### config.mk
export PLATFORM = sky130hd
export DESIGN_NAME = lbb_top
export DESIGN_NICKNAME = d
export VERILOG_FILES = /design/src/common/lbb_pkg.sv /design/src/rtl/lbb_top.sv
export SDC_FILE = /design/constraint.sdc
export NUM_CORES = 1
export LEC_CHECK = 0
export BUFFER_PORTS_ARGS = -buffer_cell sky130_fd_sc_hd__buf_2
export CORE_ASPECT_RATIO = 2
export CORE_MARGIN = 2
export CORE_UTILIZATION = 30
export DETAILED_ROUTE_END_ITERATION = 8
export HOLD_SLACK_MARGIN = 0.1
export MAX_ROUTING_LAYER = met4
export SETUP_SLACK_MARGIN = 0.05
export SYNTH_ARGS = -nofsm -noshare
export SYNTH_HDL_FRONTEND = slang
export SYNTH_SLANG_ARGS = --single-unit
### constraint.sdc
create_clock -name pclk -period 7.1 [get_ports pclk]
set_input_delay 1.065 -clock pclk [delete_from_list [all_inputs] [get_ports pclk]]
set_output_delay 1.065 -clock pclk [all_outputs]
set_load 0.005 [all_outputs]
### src/common/lbb_pkg.sv
// package: constants, encodings and state record of the lcd bank/blink serial slave
package lbb_pkg;

  // ****************************************
  // clocking
  // ****************************************
  localparam int PCLK_HZ = 100000000;
  localparam int DISP_CLK_HZ = 1970; // typical internal display clock

  // ****************************************
  // drive mode encodings
  // ****************************************
  localparam logic [1:0] MODE_STATIC = 2'h1;
  localparam logic [1:0] MODE_MUX2 = 2'h2;
  localparam logic [1:0] MODE_MUX3 = 2'h3;
  localparam logic [1:0] MODE_MUX4 = 2'h0;

  // ****************************************
  // command opcodes (fixed upper bits)
  // ****************************************
  localparam logic [3:0] OP_MODE_SET = 4'hC;
  localparam logic [4:0] OP_DEV_SEL = 5'h1C;
  localparam logic [5:0] OP_BANK_SEL = 6'h3E;
  localparam logic [4:0] OP_BLINK_SEL = 5'h1E;

  // ****************************************
  // blink division ratios, row offset and ack bit counts
  // ****************************************
  localparam logic [11:0] BLINK_RATIO1 = 12'h300;
  localparam logic [11:0] BLINK_RATIO2 = 12'h600;
  localparam logic [11:0] BLINK_RATIO3 = 12'hC00;
  localparam logic [1:0] ALT_ROW = 2'h2;
  localparam logic [3:0] ACK_BIT = 4'h8;
  localparam logic [3:0] ACK_DONE = 4'h9;

  // ****************************************
  // register map and reset values
  // ****************************************
  localparam logic [7:0] CTRL_OFS = 8'h00;
  localparam logic [7:0] STAT_OFS = 8'h04;
  localparam logic [7:0] RXB_OFS = 8'h08;
  localparam logic [1:0] MODE_RST = 2'h0;
  localparam logic [6:0] SLV_ADDR_RST = 7'h38;

  typedef enum logic [1:0] {ST_IDLE, ST_ADDR, ST_DATA, ST_SKIP} lbb_i2c_st_t;

  // all state of the top module
  typedef struct packed {
    logic sda_s1;
    logic sda_s2;
    logic sda_s3;
    logic scl_s1;
    logic scl_s2;
    logic scl_s3;
    logic [2:0] sub_s1;
    logic [2:0] sub_s2;
    lbb_i2c_st_t st;
    logic [3:0] bit_cnt;
    logic [7:0] shreg;
    logic [7:0] last_byte;
    logic ack_oe;
    logic [1:0] mode;
    logic disp_en;
    logic in_bank;
    logic out_bank;
    logic blink_alt;
    logic [1:0] blink_rate;
    logic [2:0] subaddr_cnt;
    logic [15:0] div_cnt;
    logic tick;
    logic [1:0] phase;
    logic [11:0] blink_cnt;
    logic blink_ph;
    logic [1:0] row_sel;
    logic disp_vis;
    logic [1:0] in_row;
    logic [31:0] prdata;
    logic pready;
    logic pslverr;
  } lbb_state_t;

endpackage : lbb_pkg

### src/rtl/lbb_top.sv
// lcd bank selection, blinker and write-only two-wire slave receiver with apb access
//
// Function
// - four backplanes: show rows 0,1,2,3 in successive multiplex phases.
// - three backplanes: cycle row selection through rows 0, 1, 2.
// - two backplanes: alternate row selection between rows 0 and 1.
// - static: show only row 0 by default.
// - static with alternate output bank: show row 2 instead of row 0.
// - two backplanes with alternate output bank: show rows 2 and 3.
// - alternate input bank steers incoming data to row 2 or rows 2 and 3.
// - input and output bank choices are held and applied independently.
// - blink rate is display clock divided by 768, 1536, 3072, or off.
// - normal blink mode with a rate set blinks the whole display.
// - alternate-bank blink swaps displayed bank at blink rate in static/two-backplane.
// - data changing while clock high is a bus condition, not a bit.
// - data falling while clock high is detected as start.
// - data rising while clock high is detected as stop.
// - both lines high means idle; no acknowledge driven while idle.
// - addressed device acknowledges its address byte, and a data byte only while the subaddress matches, on the ninth clock pulse.
// - acknowledge pulls low before the ninth pulse and holds through its high phase.
// - slave receiver only; the sole bus output is acknowledge.
// - acknowledge leaves on a dedicated open-drain pin apart from data input.
// - selection depends on slave address, command data and subaddress pins.
// - bank-select 111110: bit1 input bank, bit0 output bank; ignored in 3/4 backplanes.
// - blink-select 11110: bit2 alternate-bank blink, low two bits blink rate.
// - drive mode: 01 static, 10 two, 11 three, 00 four backplanes.
`timescale 1ns/1ps

module lbb_top #(
  parameter logic [15:0] DISP_DIV = 16'(lbb_pkg::PCLK_HZ / lbb_pkg::DISP_CLK_HZ),
  parameter logic [6:0] SLV_ADDR = lbb_pkg::SLV_ADDR_RST
) (
  // clock and reset
  input wire logic pclk,
  input wire logic presetn,
  // apb slave
  input wire logic psel,
  input wire logic penable,
  input wire logic pwrite,
  input wire logic [7:0] paddr,
  input wire logic [31:0] pwdata,
  output logic [31:0] prdata,
  output logic pready,
  output logic pslverr,
  // two-wire bus pins
  input wire logic scl,
  input wire logic sda,
  output logic ack_output_pin,
  output logic ack_output_pin_oe,
  // hardware subaddress straps
  input wire logic hw_subaddr_bit0,
  input wire logic hw_subaddr_bit1,
  input wire logic hw_subaddr_bit2,
  // display side
  output logic [1:0] row_sel,
  output logic disp_visible,
  output logic [1:0] in_row_base
);

  // ****************************************
  // helpers
  // ****************************************
  // half of the blink period in display clock ticks, zero when blinking is off
  function automatic logic [11:0] blink_half(input logic [1:0] rate);
    logic [11:0] r;
    r = 12'h000;
    unique case (rate)
      2'h1: r = lbb_pkg::BLINK_RATIO1 >> 1;
      2'h2: r = lbb_pkg::BLINK_RATIO2 >> 1;
      2'h3: r = lbb_pkg::BLINK_RATIO3 >> 1;
      2'h0: r = 12'h000;
    endcase
    return r;
  endfunction : blink_half

  // bank switching only exists in static and two-backplane modes
  function automatic logic has_banks(input logic [1:0] mode);
    return (mode == lbb_pkg::MODE_STATIC) || (mode == lbb_pkg::MODE_MUX2);
  endfunction : has_banks

  lbb_pkg::lbb_state_t q;
  lbb_pkg::lbb_state_t d;

  logic scl_rise;
  logic scl_fall;
  logic start_det;
  logic stop_det;
  logic banked;
  logic blinking;
  logic eff_bank;
  logic [1:0] last_phase;
  logic [1:0] cur_phase;
  logic apb_wr;
  logic [7:0] rx_byte;

  // ****************************************
  // bus condition detection
  // ****************************************
  // only the second and third sync stages feed logic; the first is metastability guard
  assign scl_rise = q.scl_s2 & ~q.scl_s3;
  assign scl_fall = ~q.scl_s2 & q.scl_s3;
  assign start_det = q.scl_s2 & q.scl_s3 & q.sda_s3 & ~q.sda_s2;
  assign stop_det = q.scl_s2 & q.scl_s3 & ~q.sda_s3 & q.sda_s2;
  assign rx_byte = q.shreg;

  // ****************************************
  // display derived terms
  // ****************************************
  assign banked = has_banks(q.mode);
  assign blinking = q.blink_rate != 2'h0;
  assign eff_bank = q.out_bank ^ (q.blink_alt & blinking & q.blink_ph);
  // last multiplex phase of the frame for the current drive mode
  always_comb begin
    unique case (q.mode)
      lbb_pkg::MODE_MUX4: last_phase = 2'h3;
      lbb_pkg::MODE_MUX3: last_phase = 2'h2;
      lbb_pkg::MODE_MUX2: last_phase = 2'h1;
      lbb_pkg::MODE_STATIC: last_phase = 2'h0;
    endcase
  end

  // a phase left over from a longer frame folds to 0 at once, so a mode
  // change never shows a row outside the new frame, not even for one tick
  assign cur_phase = (q.phase > last_phase) ? 2'h0 : q.phase;

  assign apb_wr = psel & penable & pwrite & q.pready;

  // ****************************************
  // next state
  // ****************************************
  always_comb begin
    d = q;
    // three-flop synchronisers on the bus pins, two-flop on the subaddress straps
    d.sda_s1 = sda;
    d.sda_s2 = q.sda_s1;
    d.sda_s3 = q.sda_s2;
    d.scl_s1 = scl;
    d.scl_s2 = q.scl_s1;
    d.scl_s3 = q.scl_s2;
    d.sub_s1 = {hw_subaddr_bit2, hw_subaddr_bit1, hw_subaddr_bit0};
    d.sub_s2 = q.sub_s1;

    // serial receiver: bits sampled on clock rise, ack changed on clock fall
    if (stop_det) begin
      d.st = lbb_pkg::ST_IDLE;
      d.ack_oe = 1'b0;
      d.bit_cnt = 4'h0;
    end else if (start_det) begin
      d.st = lbb_pkg::ST_ADDR; // repeated start also lands here
      d.ack_oe = 1'b0;
      d.bit_cnt = 4'h0;
    end else if (q.st != lbb_pkg::ST_IDLE) begin
      if (scl_rise && q.bit_cnt < lbb_pkg::ACK_BIT) begin
        d.shreg = {q.shreg[6:0], q.sda_s2};
        d.bit_cnt = q.bit_cnt + 4'h1;
      end else if (scl_fall && q.bit_cnt == lbb_pkg::ACK_BIT) begin
        // byte complete: pull ack low before the ninth pulse rises
        d.bit_cnt = lbb_pkg::ACK_DONE;
        unique case (q.st)
          lbb_pkg::ST_ADDR: begin
            // write-only: a read address is ignored like a foreign one
            if (rx_byte[7:1] == SLV_ADDR && !rx_byte[0]) begin
              d.st = lbb_pkg::ST_DATA;
              d.ack_oe = 1'b1;
            end else begin
              d.st = lbb_pkg::ST_SKIP;
            end
          end
          lbb_pkg::ST_DATA: begin
            d.last_byte = rx_byte;
            // only the device whose subaddress matches answers
            d.ack_oe = q.subaddr_cnt == q.sub_s2;
            if (rx_byte[7:4] == lbb_pkg::OP_MODE_SET) begin
              d.disp_en = rx_byte[3];
              d.mode = rx_byte[1:0];
            end
            if (rx_byte[7:3] == lbb_pkg::OP_DEV_SEL) begin
              d.subaddr_cnt = rx_byte[2:0];
            end
            if (rx_byte[7:2] == lbb_pkg::OP_BANK_SEL && banked) begin
              d.in_bank = rx_byte[1];
              d.out_bank = rx_byte[0];
            end
            if (rx_byte[7:3] == lbb_pkg::OP_BLINK_SEL) begin
              d.blink_alt = rx_byte[2];
              d.blink_rate = rx_byte[1:0];
            end
          end
          lbb_pkg::ST_SKIP: d.ack_oe = 1'b0;
          lbb_pkg::ST_IDLE: d.ack_oe = 1'b0;
        endcase
      end else if (scl_fall && q.bit_cnt == lbb_pkg::ACK_DONE) begin
        d.ack_oe = 1'b0; // release after the ninth pulse
        d.bit_cnt = 4'h0;
      end
    end else begin
      d.ack_oe = 1'b0;
    end

    // display clock: one-cycle enable from a divider of pclk
    d.tick = 1'b0;
    if (q.div_cnt >= DISP_DIV - 16'h0001) begin
      d.div_cnt = 16'h0000;
      d.tick = 1'b1;
    end else begin
      d.div_cnt = q.div_cnt + 16'h0001;
    end

    // multiplex phase advances once per display clock
    if (q.tick) begin
      d.phase = (cur_phase >= last_phase) ? 2'h0 : cur_phase + 2'h1;
    end else begin
      d.phase = cur_phase;
    end

    // blink counter toggles phase each half period of the chosen ratio
    if (!blinking) begin
      d.blink_cnt = 12'h000;
      d.blink_ph = 1'b0;
    end else if (q.tick) begin
      if (q.blink_cnt >= blink_half(q.blink_rate) - 12'h001) begin
        d.blink_cnt = 12'h000;
        d.blink_ph = ~q.blink_ph;
      end else begin
        d.blink_cnt = q.blink_cnt + 12'h001;
      end
    end

    // row presented to the display register
    if (banked) begin
      d.row_sel = (eff_bank ? lbb_pkg::ALT_ROW : 2'h0) + cur_phase;
      d.in_row = q.in_bank ? lbb_pkg::ALT_ROW : 2'h0;
    end else begin
      d.row_sel = cur_phase;
      d.in_row = 2'h0;
    end
    // normal blinking blanks the display in the second half of the period
    d.disp_vis = q.disp_en & ~(~q.blink_alt & blinking & q.blink_ph);

    // apb: answer one cycle after setup, writes act in the access cycle
    d.pready = psel & ~penable & ~q.pready;
    if (psel && !penable) begin
      d.pslverr = 1'b0;
      d.prdata = 32'h00000000;
      unique case (paddr)
        lbb_pkg::CTRL_OFS: begin
          d.prdata[7:0] = {q.blink_rate, q.blink_alt, q.out_bank, q.in_bank, q.disp_en, q.mode};
        end
        lbb_pkg::STAT_OFS: begin
          d.prdata[7:0] = {q.subaddr_cnt, q.st != lbb_pkg::ST_IDLE, q.ack_oe, q.blink_ph,
                           q.row_sel};
        end
        lbb_pkg::RXB_OFS: d.prdata[7:0] = q.last_byte;
        default: d.pslverr = 1'b1;
      endcase
    end
    if (apb_wr && paddr == lbb_pkg::CTRL_OFS) begin
      d.mode = pwdata[1:0];
      d.disp_en = pwdata[2];
      if (has_banks(pwdata[1:0])) begin
        d.in_bank = pwdata[3];
        d.out_bank = pwdata[4];
      end
      d.blink_alt = pwdata[5];
      d.blink_rate = pwdata[7:6];
    end
  end

  // ****************************************
  // state register
  // ****************************************
  always_ff @(posedge pclk or negedge presetn) begin
    if (!presetn) begin
      q <= '0;
      q.sda_s1 <= 1'b1;
      q.sda_s2 <= 1'b1;
      q.sda_s3 <= 1'b1;
      q.scl_s1 <= 1'b1;
      q.scl_s2 <= 1'b1;
      q.scl_s3 <= 1'b1;
      q.st <= lbb_pkg::ST_IDLE;
      q.mode <= lbb_pkg::MODE_RST;
    end else begin
      q <= d;
    end
  end

  // ****************************************
  // outputs, all from flops
  // ****************************************
  assign prdata = q.prdata;
  assign pready = q.pready;
  assign pslverr = q.pslverr;
  assign ack_output_pin = q.shreg[0] & 1'b0; // open drain: only ever drives low
  assign ack_output_pin_oe = q.ack_oe;
  assign row_sel = q.row_sel;
  assign disp_visible = q.disp_vis;
  assign in_row_base = q.in_row;
endmodule : lbb_top

======== After elaboration in Yosys (flattened, before gate mapping) ========
Cells that the tools add are included.
storage, ports and cells
  word-level logic and storage cells ...... 190
  bits of input ports ..................... 50
  bits in registers ....................... 93
operators by class
  eq/ne operators ......................... 30
  multiplexer cells ....................... 51
  reductions and logical operators ........ 37
  add/subtract/negate cells ............... 6
  magnitude comparators ................... 5
  bitwise gates (word level) .............. 30
operators with widths
  operator                 number
  $mux W11                 5
  $pmux W12 S4             1
  $mux W12                 3
  $mux W8                  4
  $mux W13                 2
  $mux W2                  12
  $pmux W8 S3              1
  $mux W22                 1
  $reduce_and A7 Y1        3
  $mux W20                 1
  $and A1 B1 Y1            17
  $add A16 B1 Y16 const B  1
  $ge A16 B16 Y1 const B   1
  $mux W16                 1
  $eq A2 B2 Y1 const B     7
  $reduce_bool A2 Y1       7
  $add A12 B1 Y12 const B  1
  $eq A4 B4 Y1 const B     3
  $ge A12 B12 Y1           1
  $mux W4                  3
  $mux W6                  2
  $not A1 Y1               12
  $sub A12 B1 Y12 const B  1
  $eq A5 B5 Y1 const B     2
  36 further kinds         67

======== Depth between registers and ports, before layout ========
Gate-level depths: netlist of the first run.
  depth after elaboration ................. 12
  mapped depth ............................ 13
  depth with buffers taken out ............ 13

======== Least setup slack after synthesis of the first run ========
Ideal clock, no wire load.
  path kind ............................... reg-to-reg
  start point ............................. register q[80] (netlist name)
  end point ............................... register q[53] (netlist name)
  stages on the path, launching flop included .. 13
  arrival time ............................ 2417 ps
  setup slack ............................. 4599 ps
  setup time .............................. 84 ps
  cell sequence ........................... dfrtp_1 > inv_1 > ha_1 > ha_1 > nor2b_1 > o21ai_0 > nand2_1 > ha_1 > nand2b_1 > a21oi_1 > a21boi_0 > nand2b_1 > a21boi_0
RTL lines
  element             RTL line       RTL
  start: declaration  lbb_top.sv:81  lbb_pkg::lbb_state_t q;

==> results of run 1 <==
[worst max-delay path: stages (launching register included)]
cell      delay (ns)
dfrtp_1         0.37
inv_1           0.07
ha_1            0.40
ha_1            0.33
nor2b_1         0.13
o21ai_0         0.24
nand2_1         0.17
ha_1            0.31
nand2b_1        0.14
a21oi_1         0.24
a21boi_0        0.11
nand2b_1        0.15
a21boi_0        0.15
[cell families (layout without fill, tap and decap cells)]
kind of cell	count (synthesis)	in the layout	share of synthesized area [%]
compound gates	74	74	10.1
flops	92	92	47.6
other cells	1	26	0.0772
simple gates	142	142	15.3
xor+xnor	24	24	4.33
fa+ha+maj	23	23	5.93
buf+inv	68	78	8.30
mux	38	38	8.43
[worst max-delay path by stage]
stage	to	depth (start not counted)
3_5_place_dp	q[53]$_DFF_PN0_	12
5_1_grt	q[53]$_DFF_PN0_	12
2_1_floorplan	q[77]$_DFF_PN0_	5
3_3_place_gp	q[53]$_DFF_PN0_	12
6_report	q[53]$_DFF_PN0_	12
4_1_cts	q[53]$_DFF_PN0_	12
[placed cells by master (no fill, tap or decap), drive strengths merged, types with 3 or more instances in the layout]
cell / Yosys / layout
xor2: 8 / 8
nor2: 49 / 49
nand2b: 4 / 4
dfstp: 6 / 6
o21ai: 23 / 23
mux2: 23 / 23
nor3b: 3 / 3
mux2i: 15 / 15
nor4: 5 / 5
and2: 3 / 3
conb: 1 / 26
dfrtp: 86 / 86
nand4: 9 / 9
nand3: 15 / 15
o21a: 5 / 5
inv: 21 / 26
clkbuf: 5 / 9
a22o: 14 / 14
buf: 42 / 41
nor3: 6 / 6
ha: 23 / 23
xnor2: 16 / 16
nor2b: 6 / 6
and3: 6 / 6
a211oi: 3 / 3
a21oi: 16 / 16
nand2: 27 / 27
[power breakdown]
group | internal, mW | switching [mW]
logic | 0.0473 | 0.0553
registers | 0.555 | 0.0566
clock network | 0.247 | 0.222
total | 0.849 | 0.333
[final cells by class]
class	instances	area (µm²)	share of cell area (%)
clock buffer	9	225	4.19
clock inverter	7	66.3	1.23
inverter	21	78.8	1.47
multi-input combinational	327	2240	41.6
sequential	92	2310	43.0
tap	201	251	4.68
timing repair buffer	41	210	3.91
[state kept, by name (all words and copies together), names as in the netlist]
name	flops
rx_byte	8
q	62
ack_output_pin_oe	1
row_sel	2
d	7
disp_visible	1
prdata	8
pready	1
pslverr	1
in_row_base	1
[Yosys cell counts (2+ instances only)]
| library cell | count |
|---|---|
| a211oi_1 | 2 |
| a21boi_0 | 2 |
| a21oi_1 | 16 |
| a22o_1 | 14 |
| and2_1 | 3 |
| and3_1 | 6 |
| buf_2 | 4 |
| buf_4 | 38 |
| clkbuf_1 | 5 |
| dfrtp_1 | 86 |
| dfstp_2 | 6 |
| ha_1 | 23 |
| inv_1 | 21 |
| mux2_2 | 23 |
| mux2i_1 | 15 |
| nand2_1 | 26 |
| nand2b_1 | 4 |
| nand3_1 | 15 |
| nand4_1 | 8 |
| nand4b_1 | 2 |
| nor2_1 | 47 |
| nor2_4 | 2 |
| nor2b_1 | 6 |
| nor3_1 | 6 |
| nor3b_1 | 3 |
| nor4_1 | 3 |
| o211ai_1 | 2 |
| o21a_1 | 5 |
| o21ai_0 | 22 |
| or2_2 | 2 |
| xnor2_1 | 16 |
| xor2_1 | 8 |
[through the flow]
step                std cells  hold slack (ns)
floorplan                 487            0.331
global placement          682            0.338
detailed placement        682            0.335
CTS                       698            0.352
global route              698            0.358
finish                    698            0.350
[layer usage]
metal,vias to the layer above,wire length (µm)
met4,0,405
met2,97,5670
li1,1604,-
met1,1688,3600
met3,24,401
met5,-,0
==> flow_summary.ini, run 1 <==
[worst_setup_path]
worstPathRequired_ns = 7.36
path_class = flop to flop
rrSetupSlack_ns = 4.21
path_max_fanout = 5
critPathArrivalTime_ns = 3.15
crit_start = q[80]$_DFFE_PN0P_
reg2reg_from = q[80]$_DFFE_PN0P_
setup.worst_path.start_class = flop
r2r_end = q[53]$_DFF_PN0_
rr_worst_depth = 12
cp-end-kind = flop

[synth]
syn_area_per_cell_um2 = 10.5
synthTopCellsByArea = dfrtp_1, ha_1, buf_4, mux2_2, nor2_1
yosysSeqAreaShare_pct = 47.6
syn_area_um2 = 4850
yosys_warnings = 0
synth_top_area_share_pct = 44.3
yosysTopAreaCell = dfrtp_1
yosys_register_bits = 92
ys.flop_type = dfrtp_1
synth.distinct_cells = 53
synth-edff-count = 0
synthCells = 462
async_reset_ff_share_pct = 100

[timing]
finalCritPeriodShare_pct = 40.6
fin_skew_ns = 0.00882
slew_headroom_pct = 17.4
hold_viol_final = 0
setup_ws_ns = 4.21
period_minus_slack_ns = 2.89
final_max_slew_viol_count = 0
worstMarginPinSlew_ns = 1.24
setup_violations = 0
setup_tns_ns = 0
max_freq_mhz = 347
grt_setup_unrepaired = no

[global_routing]
grt_usage_pct = 12.6
grt_pass1_wl_um = 16600
grt_use_met1_pct = 12.3
antenna_found_initial = 0
grt_overflow = 0
first_global_vias = 3477
grt_max_degree = 68
globalRouteMet2Util_pct = 22.7
top_usage_layer = met2
grtUsageMet3_pct = 2.87

[floorplanning]
initial_core_util_pct = 30.8
die_h_um = 184
die_w_um = 94.0
design.core.area_um2 = 15800
core.rowCount = 65
io_pins = 91
die_area_um2 = 17300

[pwr]
power_mw = 1.18
power_density_nw_per_um2 = 220
power_leakage_nw = 2.54
irDropWorstVdd_mv = 0.124

[drt]
routed_via_density = 4.89
drtAntennaViolNets = 0
dr_total_vias = 3413
drt-pass1-iter-count = 4
wire_per_inst_um = 14.4
drt-initial-drc-count = 147
drc = 0
drt-total-wl_um = 10100

[cts]
root_buffer = clkbuf_16
cts_buffers = 9
cts_resized = 0
cts_tree = done
clkSinkCount = 92
cts_setup_buffers = 0
h-tree-depth = 3
cts.clk_slew.worst_paths_ns = 0.07
cts_hold_buffers = 0
cts_max_path_buffers = 2
clk_latency_ns = 0.35

[run_status]
status = finished clean

[finish]
fin_area_um2 = 5380
fillers = 1612
nets = 565
drive_above_1_share_pct = 19.9
num_antenna_cells = 0
syn2layout_area_growth_pct = 10.8
final_util_pct = 34.1

[min_path]
holdPathStages = 0
hold_class = flop to flop
hp-start = d[106]$_DFF_PN0_
min_to = q[106]$_DFF_PN0_

[placed_design]
dpl-instance-area_um2 = 5090
hpwl_um = 7600
gp_congestion = 0.863
dp_slack_ns = 4.22
port_buffers = 40

[job]
maxCapViolations = 0
No activity file was read; power rests on OpenSTA's default activity.
==> run 2: changes to the inputs <==
- ABC_AREA: default -> 1
- clock period: 7.1 -> 2.5 ns (I/O delays scaled with it)
==> flow_summary.ini, run 2 <==
[synth]
synth.most_common_cell = nand2_1
yosysTopAreaCell = dfrtp_1
syn_area_per_cell_um2 = 8.04
synthCells = 660
yosysSeqAreaShare_pct = 43.5
synth.distinct_cells = 40
async_reset_ff_share_pct = 100
synth_top_area_share_pct = 40.6
synth-edff-count = 0
yosys_register_bits = 92
ys.flop_type = dfrtp_1
ys_top_cells_by_count = nand2_1, dfrtp_1, inv_1
syn_area_um2 = 5310
synthTopCellsByArea = dfrtp_1, nand2_1, nand3_1, buf_4, ha_1
yosys_warnings = 0

[worst_setup_path]
endpoint = q[53]$_DFF_PN0_
crit_start = q[80]$_DFFE_PN0P_
path_class = flop to flop
path_max_fanout = 4
cp-end-kind = flop
r2r_end = q[53]$_DFF_PN0_
cpPeakStageDelay_ns = 0.34
path_buf_inv = 1
cp.depth = 12
critPathTopFamily = adder cells
rrSetupSlack_ns = 0.19
cpMaxStageDelayCell = dfrtp_1
worstPathRequired_ns = 2.76
critPathArrivalTime_ns = 2.57
cp_cell_sequence = inv_1, ha_1, or2_2, ha_1, nand2_1, nand2_1, nand2_1, ha_1, o21ai_0, nand2_1, o21bai_1, a22oi_1
reg2reg_from = q[80]$_DFFE_PN0P_
crit_top_cell = nand2_1
setup.worst_path.start_class = flop
rr_worst_depth = 12

[timing]
period_minus_slack_ns = 2.31
grt_setup_unrepaired = no
worstMarginPinSlew_ns = 0.557
fin_skew_ns = 0.00862
setup_ws_ns = 0.193
setup_violations = 0
whs_ns = 0.129
finalCritPeriodShare_pct = 92.3
final_max_slew_viol_count = 0
setup_tns_ns = 0
hold_viol_final = 0
max_freq_mhz = 434
slew_headroom_pct = 62.7

[floorplanning]
die_w_um = 98.0
die_area_um2 = 18800
core.rowCount = 68
design.core.area_um2 = 17300
die_h_um = 192
initial_core_util_pct = 30.7
io_pins = 91

[cts]
cts_tree = done
cts_setup_buffers = 0
clk_latency_ns = 0.35
cts.clk_slew.worst_paths_ns = 0.06
cts_buffers = 9
clkSinkCount = 92
h-tree-depth = 3
cts_max_path_buffers = 2
root_buffer = clkbuf_16

[drt]
drt-initial-drc-count = 152
wire_per_inst_um = 13.4
drtAntennaViolNets = 0
drt-total-wl_um = 12200
drc = 0
drt-pass1-iter-count = 4
routed_via_density = 4.66
dr_total_vias = 4253

[pwr]
seqPwrFrac_pct = 48.6
pwr-share-comb_pct = 9.3
irDropWorstVdd_mv = 0.350
clock_power_share_pct = 42.0
power_density_nw_per_um2 = 562
cellInternalPower_mw = 2.47
power_leakage_nw = 2.87
swShare_pct = 25.3
power_mw = 3.31
power.switching_uw = 839

[placed_design]
port_buffers = 40
dp_slack_ns = 0.195
gp_congestion = 0.871
hpwl_um = 9510

[finish]
mostFrequentLayoutCell = nand2_1
drive_above_1_share_pct = 15.5
nets = 770
largest-register = q
syn2layout_area_growth_pct = 11.0
mostFrequentLayoutCells = nand2_1, dfrtp_1, inv_1, nand3_1, nor2_1
largest_reg_flops = 62

[global_routing]
grt_overflow = 0
grt_pass1_wl_um = 20500
grt_max_degree = 60
antenna_found_initial = 1
first_global_vias = 4256
grt_usage_pct = 14.1

[min_path]
hold_class = input pin to flop

[run_status]
status = finished clean

[job]
maxCapViolations = 0
run 2: changes by cell type after synthesis, moves of 14 or more:
cell     before  now
nand3_1      15   70
a22o_1       14    0
mux2i_1      15    0
o21ai_1       0   18
nand2_1      26  154
inv_1        21   73
mux2_2       23    0
run 2: through the flow:
| step | area (µm²) | std cells | util, % |
|---|---|---|---|
| 2_1_floorplan | 5400 | 685 | - |
| 3_3_place_gp | 5580 | 895 | 32.3 |
| 3_5_place_dp | 5580 | 895 | 32.3 |
| 4_1_cts | 5890 | 912 | 34.1 |
| 5_1_grt | 5890 | 913 | 34.1 |
| 6_report | 5890 | 913 | 34.1 |
run 2: cells by family after synthesis:
group                    after synthesis  synth area share, %
flip-flops                            92                 43.5
adder cells (fa/ha/maj)               23                 5.42
XOR/XNOR                              16                 2.64
AND/OR/NAND/NOR                      351                 31.0
other                                  1               0.0707
AO/OA/AOI/OAI                         52                 5.47
buffers and inverters                125                 11.9
run 2: how the worst min path moves through the flow:
stage	start	endpoint	slack, ns	depth (start not counted)
final	sda	d[115]$_DFF_PN1_	0.13	1
after global routing	sda	d[115]$_DFF_PN1_	0.11	1
after CTS	sda	d[115]$_DFF_PN1_	0.11	1
after detailed placement	presetn	q[60]$_DFF_PN0_	0.28	1
after global placement	presetn	q[60]$_DFF_PN0_	0.28	1
after floorplan	presetn	ack_output_pin_oe$_DFFE_PN0P_	0.08	0
run 2: metal layers:
| layer | vias to the layer above | share of wire (%) | GRT usage [%] |
|---|---|---|---|
| li1 | 2129 | - | - |
| met1 | 2006 | 36 | 13.4 |
| met2 | 94 | 57 | 26.6 |
| met3 | 24 | 3.2 | 2.22 |
| met4 | 0 | 4.1 | 7.64 |
| met5 | - | 0 | - |
run 2: final cells by class:
cell class,instances,area (µm²)
diodes,1,2.50
clock buffers,14,264
clock inverters,2,35.0
fillers,1831,11400
inverters,81,304
multi-input cells,468,2460
flip-flops and latches,92,2310
well taps,210,263
repair buffers,45,255
run 2: timing repair:
item / CTS / global route
hold buffers: 1 / 0
gates resized for setup: 0 / 0
hold endpoints to repair: 17 / 0
run 2: power by group through the flow:
| stage | sequential [mW] | combinational [mW] | clock [mW] |
|---|---|---|---|
| after CTS | 1.61 | 0.317 | 1.44 |
| final | 1.61 | 0.309 | 1.39 |
| after floorplan | 1.61 | 0.233 | 0 |
| after global placement | 1.64 | 0.311 | 0 |
| after global routing | 1.62 | 0.354 | 1.50 |
| after detailed placement | 1.64 | 0.315 | 0 |
